--- src/design/malu_pkg.sv ---
// Purpose: Shared constants and opcode type for the subtract/xor/swap datapath
// Assumes: 8-bit data, 7-bit file address
// Notes: Opcode codes are local to this block
package malu_pkg;
  localparam int DATA_W = 8;
  localparam int ADDR_W = 7;
  localparam int NIB_HI = 7;
  localparam int NIB_LO = 3;
  localparam logic [7:0] ACC_RST = 8'h00;
  localparam logic [7:0] DIR_RST = 8'hff;
  localparam logic [2:0] PORT_SEL_FIRST = 3'h5;
  localparam logic [2:0] PORT_SEL_SECOND = 3'h6;
  localparam logic [2:0] PORT_SEL_THIRD = 3'h7;
  localparam logic DEST_ACC = 1'b0;
  localparam logic DEST_FILE = 1'b1;

  typedef enum logic [2:0] {
    MALU_OP_NONE = 3'b000,
    MALU_OP_SUB_FILE = 3'b001,
    MALU_OP_SUB_LIT = 3'b010,
    MALU_OP_SUB_BORROW = 3'b011,
    MALU_OP_NIB_EXCH = 3'b100,
    MALU_OP_DIR_LOAD = 3'b101,
    MALU_OP_XOR_LIT = 3'b110,
    MALU_OP_XOR_FILE = 3'b111
  } malu_op_t;
endpackage

--- src/design/malu_sub_unit.sv ---
// Purpose: Combinational 8-bit subtractor with borrow-not flags
// Assumes: Minuend minus subtrahend minus inverted carry-in
// Notes: Carry-in is the borrow_not convention, 1 means no borrow
`timescale 1ns/1ps
module malu_sub_unit
  import malu_pkg::*;
(
  input wire logic [malu_pkg::DATA_W-1:0] minuend,
  input wire logic [malu_pkg::DATA_W-1:0] subtrahend,
  input wire logic carry_in,
  output logic [malu_pkg::DATA_W-1:0] diff,
  output logic borrow_not,
  output logic nibble_borrow_not
);
  import malu_pkg::*;

  logic [DATA_W:0] full_sum;
  logic [4:0] low_sum;

  // Add complement: carry out is exactly borrow_not
  always_comb
  begin
    full_sum = {1'b0, minuend} + {1'b0, ~subtrahend} + {{DATA_W{1'b0}}, carry_in};
    low_sum = {1'b0, minuend[NIB_LO:0]} + {1'b0, ~subtrahend[NIB_LO:0]} + {4'h0, carry_in};
    diff = full_sum[DATA_W-1:0];
    borrow_not = full_sum[DATA_W];
    nibble_borrow_not = low_sum[4];
  end
endmodule

--- src/design/malu_core.sv ---
// Purpose: Execute subtract, xor, nibble exchange and port direction loads
// Assumes: Decoder gives one-cycle op_valid with operands; file data is read data
// Notes: Results and flags registered one cycle after op_valid
//
// Function
// - File minus accumulator, destination bit, borrow flags
// - Literal minus accumulator into accumulator, flags
// - File minus accumulator minus inverted borrow_not
// - Source low nibble into result high nibble
// - Direction load copies accumulator, flags untouched
// - Operand 5,6,7 pick first/second/third direction
// - Literal xor accumulator, only zero flag
// - File xor accumulator, destination bit, zero flag
`timescale 1ns/1ps
module malu_core
  import malu_pkg::*;
(
  input wire logic core_clk,
  input wire logic rst_n,
  input wire logic op_valid,
  input wire malu_pkg::malu_op_t op_code,
  input wire logic dest_sel,
  input wire logic [malu_pkg::ADDR_W-1:0] file_addr,
  input wire logic [malu_pkg::DATA_W-1:0] file_rdata,
  input wire logic [malu_pkg::DATA_W-1:0] literal,
  input wire logic [2:0] port_sel,
  input wire logic borrow_not_in,
  input wire logic nibble_borrow_not_in,
  input wire logic result_null_in,
  output logic [malu_pkg::DATA_W-1:0] acc,
  output logic file_we,
  output logic [malu_pkg::ADDR_W-1:0] file_waddr,
  output logic [malu_pkg::DATA_W-1:0] file_wdata,
  output logic borrow_not,
  output logic nibble_borrow_not,
  output logic result_null_flag,
  output logic flags_we,
  output logic [malu_pkg::DATA_W-1:0] first_port_direction,
  output logic [malu_pkg::DATA_W-1:0] second_port_direction,
  output logic [malu_pkg::DATA_W-1:0] third_port_direction,
  output logic bad_port_sel
);
  import malu_pkg::*;

  typedef struct packed {
    logic [DATA_W-1:0] acc;
    logic file_we;
    logic [ADDR_W-1:0] file_waddr;
    logic [DATA_W-1:0] file_wdata;
    logic borrow_not;
    logic nibble_borrow_not;
    logic result_null;
    logic flags_we;
    logic [DATA_W-1:0] dir0;
    logic [DATA_W-1:0] dir1;
    logic [DATA_W-1:0] dir2;
    logic bad_sel;
  } malu_state_t;

  malu_state_t st_r;
  malu_state_t st_nxt;
  logic [DATA_W-1:0] sub_a;
  logic sub_cin;
  logic [DATA_W-1:0] sub_diff;
  logic sub_bn;
  logic sub_nbn;
  logic [DATA_W-1:0] result;
  logic write_result;

  // Only the borrow form feeds the live flag in; plain subtracts carry 1
  always_comb
  begin
    sub_a = (op_code == MALU_OP_SUB_LIT) ? literal : file_rdata;
    sub_cin = (op_code == MALU_OP_SUB_BORROW) ? borrow_not_in : 1'b1;
  end

  malu_sub_unit u_sub (
    .minuend(sub_a),
    .subtrahend(st_r.acc),
    .carry_in(sub_cin),
    .diff(sub_diff),
    .borrow_not(sub_bn),
    .nibble_borrow_not(sub_nbn)
  );

  always_comb
  begin
    st_nxt = st_r;
    st_nxt.file_we = 1'b0;
    st_nxt.flags_we = 1'b0;
    st_nxt.bad_sel = 1'b0;
    result = sub_diff;
    write_result = 1'b0;
    if (op_valid)
    begin
      unique case (op_code)
        MALU_OP_SUB_FILE, MALU_OP_SUB_BORROW, MALU_OP_SUB_LIT:
        begin
          result = sub_diff;
          write_result = 1'b1;
          st_nxt.borrow_not = sub_bn;
          st_nxt.nibble_borrow_not = sub_nbn;
          st_nxt.result_null = (sub_diff == '0);
          st_nxt.flags_we = 1'b1;
        end
        MALU_OP_NIB_EXCH:
        begin
          result = {file_rdata[NIB_LO:0], file_rdata[NIB_HI:NIB_LO+1]};
          write_result = 1'b1;
        end
        MALU_OP_XOR_LIT, MALU_OP_XOR_FILE:
        begin
          result = st_r.acc ^ ((op_code == MALU_OP_XOR_LIT) ? literal : file_rdata);
          write_result = 1'b1;
          st_nxt.result_null = (result == '0);
          st_nxt.flags_we = 1'b1;
        end
        MALU_OP_DIR_LOAD:
        begin
          // Flags left alone; illegal selects ignored and reported
          unique case (port_sel)
            PORT_SEL_FIRST: st_nxt.dir0 = st_r.acc;
            PORT_SEL_SECOND: st_nxt.dir1 = st_r.acc;
            PORT_SEL_THIRD: st_nxt.dir2 = st_r.acc;
            default: st_nxt.bad_sel = 1'b1;
          endcase
        end
        MALU_OP_NONE:
        begin
          write_result = 1'b0;
        end
      endcase
      if (write_result)
      begin
        // Literal ops always land in the accumulator
        if (dest_sel == DEST_FILE && op_code != MALU_OP_SUB_LIT && op_code != MALU_OP_XOR_LIT)
        begin
          st_nxt.file_we = 1'b1;
          st_nxt.file_waddr = file_addr;
          st_nxt.file_wdata = result;
        end
        else
        begin
          st_nxt.acc = result;
        end
      end
    end
    if (!st_nxt.flags_we)
    begin
      // Mirror live status so the outputs never go stale
      st_nxt.borrow_not = borrow_not_in;
      st_nxt.nibble_borrow_not = nibble_borrow_not_in;
      st_nxt.result_null = result_null_in;
    end
    else if (op_code == MALU_OP_XOR_LIT || op_code == MALU_OP_XOR_FILE)
    begin
      st_nxt.borrow_not = borrow_not_in;
      st_nxt.nibble_borrow_not = nibble_borrow_not_in;
    end
  end

  always_ff @(posedge core_clk)
  begin
    if (!rst_n)
    begin
      st_r <= '0;
      st_r.acc <= ACC_RST;
      st_r.dir0 <= DIR_RST;
      st_r.dir1 <= DIR_RST;
      st_r.dir2 <= DIR_RST;
    end
    else
    begin
      st_r <= st_nxt;
    end
  end

  assign acc = st_r.acc;
  assign file_we = st_r.file_we;
  assign file_waddr = st_r.file_waddr;
  assign file_wdata = st_r.file_wdata;
  assign borrow_not = st_r.borrow_not;
  assign nibble_borrow_not = st_r.nibble_borrow_not;
  assign result_null_flag = st_r.result_null;
  assign flags_we = st_r.flags_we;
  assign first_port_direction = st_r.dir0;
  assign second_port_direction = st_r.dir1;
  assign third_port_direction = st_r.dir2;
  assign bad_port_sel = st_r.bad_sel;

  a_sub_file_result: assert property (@(posedge core_clk) disable iff (!rst_n)
    op_valid && op_code == MALU_OP_SUB_FILE && dest_sel == DEST_ACC
    |=> acc == $past(file_rdata) - $past(acc) && borrow_not == ($past(acc) <= $past(file_rdata)))
    else $error("subtract from file wrong");
  a_sub_lit_result: assert property (@(posedge core_clk) disable iff (!rst_n)
    op_valid && op_code == MALU_OP_SUB_LIT
    |=> acc == $past(literal) - $past(acc) && !file_we
    && nibble_borrow_not == ($past(acc[3:0]) <= $past(literal[3:0])))
    else $error("literal subtract wrong");
  a_sub_borrow_val: assert property (@(posedge core_clk) disable iff (!rst_n)
    op_valid && op_code == MALU_OP_SUB_BORROW && dest_sel == DEST_FILE
    |=> file_we && file_wdata == $past(file_rdata) - $past(acc) - {7'h0, !$past(borrow_not_in)})
    else $error("borrow subtract wrong");
  a_nib_exch_swap: assert property (@(posedge core_clk) disable iff (!rst_n)
    op_valid && op_code == MALU_OP_NIB_EXCH && dest_sel == DEST_ACC
    |=> acc[7:4] == $past(file_rdata[3:0]) && acc[3:0] == $past(file_rdata[7:4]))
    else $error("nibble exchange wrong");
  a_dir_load_flags: assert property (@(posedge core_clk) disable iff (!rst_n)
    op_valid && op_code == MALU_OP_DIR_LOAD |=> !flags_we && $stable(acc))
    else $error("direction load touched state");
  a_dir_first_sel: assert property (@(posedge core_clk) disable iff (!rst_n)
    op_valid && op_code == MALU_OP_DIR_LOAD && port_sel == PORT_SEL_FIRST
    |=> first_port_direction == $past(acc) && $stable(second_port_direction))
    else $error("first direction select wrong");
  a_xor_lit_flags: assert property (@(posedge core_clk) disable iff (!rst_n)
    op_valid && op_code == MALU_OP_XOR_LIT
    |=> acc == ($past(acc) ^ $past(literal)) && borrow_not == $past(borrow_not_in))
    else $error("literal xor wrong");
  a_xor_file_dest: assert property (@(posedge core_clk) disable iff (!rst_n)
    op_valid && op_code == MALU_OP_XOR_FILE && dest_sel == DEST_FILE
    |=> file_we && file_waddr == $past(file_addr) && $stable(acc))
    else $error("file xor destination wrong");
  a_zero_flag_val: assert property (@(posedge core_clk) disable iff (!rst_n)
    flags_we && !file_we |-> result_null_flag == (acc == 8'h00))
    else $error("zero flag mismatch");
  c_sub_borrow: cover property (@(posedge core_clk) op_valid && op_code == MALU_OP_SUB_BORROW);
  c_dir_third: cover property (@(posedge core_clk)
    op_valid && op_code == MALU_OP_DIR_LOAD && port_sel == PORT_SEL_THIRD);
  c_zero_result: cover property (@(posedge core_clk) flags_we && result_null_flag);
endmodule

--- config.mk ---
export PLATFORM = sky130hd
export DESIGN_NAME = malu_core
export DESIGN_NICKNAME = d
export VERILOG_FILES = /design/src/design/malu_pkg.sv /design/src/design/malu_sub_unit.sv /design/src/design/malu_core.sv
export SDC_FILE = /design/constraint.sdc
export NUM_CORES = 1
export LEC_CHECK = 0
export ABC_AREA = 1
export BUFFER_PORTS_ARGS = -buffer_cell sky130_fd_sc_hd__buf_2
export CAP_MARGIN = 20
export CORE_MARGIN = 5
export CORE_UTILIZATION = 56
export CTS_CLUSTER_SIZE = 16
export DETAILED_ROUTE_END_ITERATION = 8
export PLACE_DENSITY = 0.85
export SLEW_MARGIN = 20
export SYNTH_ARGS = -nofsm -noshare
export SYNTH_HDL_FRONTEND = slang
export SYNTH_SLANG_ARGS = --single-unit
--- constraint.sdc ---
create_clock -name core_clk -period 8.37 [get_ports core_clk]
set_clock_uncertainty 0.05 [all_clocks]
set_input_delay 1.2555 -clock core_clk [delete_from_list [all_inputs] [get_ports core_clk]]
set_output_delay 1.2555 -clock core_clk [all_outputs]
set_load 0.1 [all_outputs]
==> run metrics <==
outcome finished, final reports clean; number of synthesis warnings 0; H-tree depth 2; Ports 89; All-Layer GR Usage 25.7%; CTS Buffer Depth 2; crit end category flip-flop; Hold Path Depth 2; Worst EP arrival 4.05 ns; initial antenna violation count 0; Post-synth EDFFs 0; # fillers 467; Final ANT Viol Nets 0; global-route wire length before repair 14600 um; Slew Limit Fails 0; #FFs+latches synth 53; Levels on crit path 17; Slowest-stage cell, CP nand3_1; Final Hold Fails 0; clk_lat worst skew 0.31 ns; CTS buffer count 5; Multi-input gate area 0.00161 mm^2; Residual DRC 0; GR Overflow Total 0; CTS tree yes; CP delay by family, top simple AND/OR/NAND/NOR gates; largest net degree at the start of global routing 41; Clock transition at path regs 0.11 ns; via count 3117; Die W 83.4 um; max_slew headroom 60.7%; total core area 0.00517 mm^2; share of cells above drive strength 1 25.1%; Max stage delay on crit path 0.48 ns; nets 558; Highest Clock Rate 260 MHz; worst r2r path cells 12; P&R area growth vs syn 17.4%; period utilisation layout 46.0%; Std-Cell Rows 26; Crit path top cell by count nand2_1; mapped cell area 0.00302 mm^2; Initial Util 58.4%; worst vdd ir 0.109 mV; Vias/cell 5.34; hold_buf cts 0; Mapped Cells 434; CTS resizes 0; DRT Wirelength 8950 um; min cycle time layout 3.85 ns; die height 83.4 um; vias in the first global route 2924; register area 0.00106 mm^2; diode count 0; final setup TNS 0 ns; # clock sinks 53; syn_area_per_cell 6.96 um^2; Worst Hold Class reg -> reg; die area 0.00696 mm^2; Post-CTS Setup Bufs 0; Buffers on Ports 88; total power 0.000632 W; worst-path cell chain buf_2 -> inv_1 -> nand3_1 -> nand2_1 -> o21ai_0 -> fa_1 -> inv_1 -> fa_1 -> nor2_1 -> nand2_1 -> nor2_1 -> nand3_1 -> nor2_1 -> nand2_1 -> nand3_1 -> nand2_1 -> inv_1; Netlist cell types 34; Iteration-0 DRC Markers 325; r2r setup slk 6.23 ns; RSZ-0062 raised after global routing false; DP Wirelength 7020 um; sequential fraction of the synthesis area 35.1%; async set-reset flop share out of synthesis 0%; # setup viols final 0; post-synth net total 479; CP required 8.57 ns; critical path class in -> reg; max-cap violations 0; root buf cell clkbuf_8; startpoint types input port; wire length per cell 15.3 um; Crit Path Max Fanout 16; Power Dens Cells 178 mW/mm^2; DR pass1 iterations 5; crit path buf inv count 4; top_reg_cell synth dfxtp_1; Worst Max-Slew Pin Slew 0.587 ns; global placement routability congestion 0.965; Leak 2.02 nW
## Yosys cell counts (all sizes together) (2+ instances only)
cell    count  area (um^2)
nand3      33          165
nand4       8         56.3
clkbuf      5         18.8
nor3        4         41.3
nand2     115          437
nor2       44          175
buf        12         80.1
inv        67          254
a22oi       3         22.5
o211ai     31          313
ha          7         87.6
fa          2         40.0
a21oi      13         65.1
nand3b      2         15.0
o21ai      30          150
dfxtp      53         1060
## layout by cell type (no fill, tap or decap), drive strengths merged
cell type	instances
nand2	115
buf	89
inv	68
dfxtp	53
nor2	44
nand3	33
o211ai	31
o21ai	30
a21oi	13
nand4	8
ha	7
clkbuf	5
nor3	4
a22oi	3
nand3b	2
fa	2
nor4	1
a31oi	1
xor2	1
o21a	1
o221ai	1
clkinvlp	1
clkinv	1
## worst reg2reg max path: cells and delay by family, from the launching register on
family | cells | cell delay, ns
flops | 1 | 0.40
fa+ha+maj | 1 | 0.39
buf+inv | 2 | 0.22
compound gates | 2 | 0.34
simple gates | 7 | 0.65
## sequential cells by signal (all words and copies together), names as in the netlist
| register | count |
|---|---|
| acc | 8 |
| file_wdata | 8 |
| bad_port_sel | 1 |
| flags_we | 1 |
| result_null_flag | 1 |
| first_port_direction | 8 |
| file_we | 1 |
| second_port_direction | 8 |
| borrow_not | 1 |
| nibble_borrow_not | 1 |
| third_port_direction | 8 |
| file_waddr | 7 |
## routing by layer
metal | track usage (%) | wire length (um) | vias to the layer above
li1 | - | - | 1575
met3 | 5.15 | 838 | 25
met1 | 34.6 | 3930 | 1357
met5 | 0 | 0 | -
met2 | 40.5 | 3860 | 160
met4 | 10.1 | 310 | 0
## cell type report
class                      instances  share of cell area (%)
sequential                        53                    29.9
clock inverter                     3                   0.600
tap                               70                    2.47
multi-input combinational        297                    45.3
inverter                          67                    7.16
clock buffer                       5                    1.94
timing repair buffer              89                    12.6
## power breakdown
group	switching (W)	internal [W]	total, W
Clock	0.0000872	0.0000596	0.000147
Sequential	0.00000596	0.000262	0.000268
Combinational	0.000167	0.0000496	0.000217
Total	0.000261	0.000371	0.000632
## stage by stage
step / area [um^2] / std cells / hold WS, ns / utilization [%] / setup WS [ns]
2_1_floorplan: 3020 / 434 / 0.870 / - / 4.75
3_3_place_gp: 3460 / 576 / 0.395 / 66.8 / 4.35
3_5_place_dp: 3460 / 576 / 0.396 / 66.8 / 4.26
4_1_cts: 3550 / 584 / 0.426 / 68.6 / 4.56
5_1_grt: 3550 / 584 / 0.451 / 68.6 / 4.12
6_report: 3550 / 584 / 0.421 / 68.6 / 4.52
## worst paths after layout
| path | startpoint | to |
|---|---|---|
| worst max-delay path | op_code[0] | result_null_flag |
| worst min-delay path | first_port_direction[2] | first_port_direction[2] |
| worst max register to register | acc[2] | acc[5] |
| worst min register to register | first_port_direction[2] | first_port_direction[2] |
## cell families after synthesis
family | share of synthesized area, %
xor gates and xnor gates | 0.290
adders and majority gates | 4.23
DFF | 35.1
and+or+nand+nor | 29.7
buffers and inverters | 11.7
AOI/OAI and AO/OA | 19.0
(Power assumes the default switching activity.)
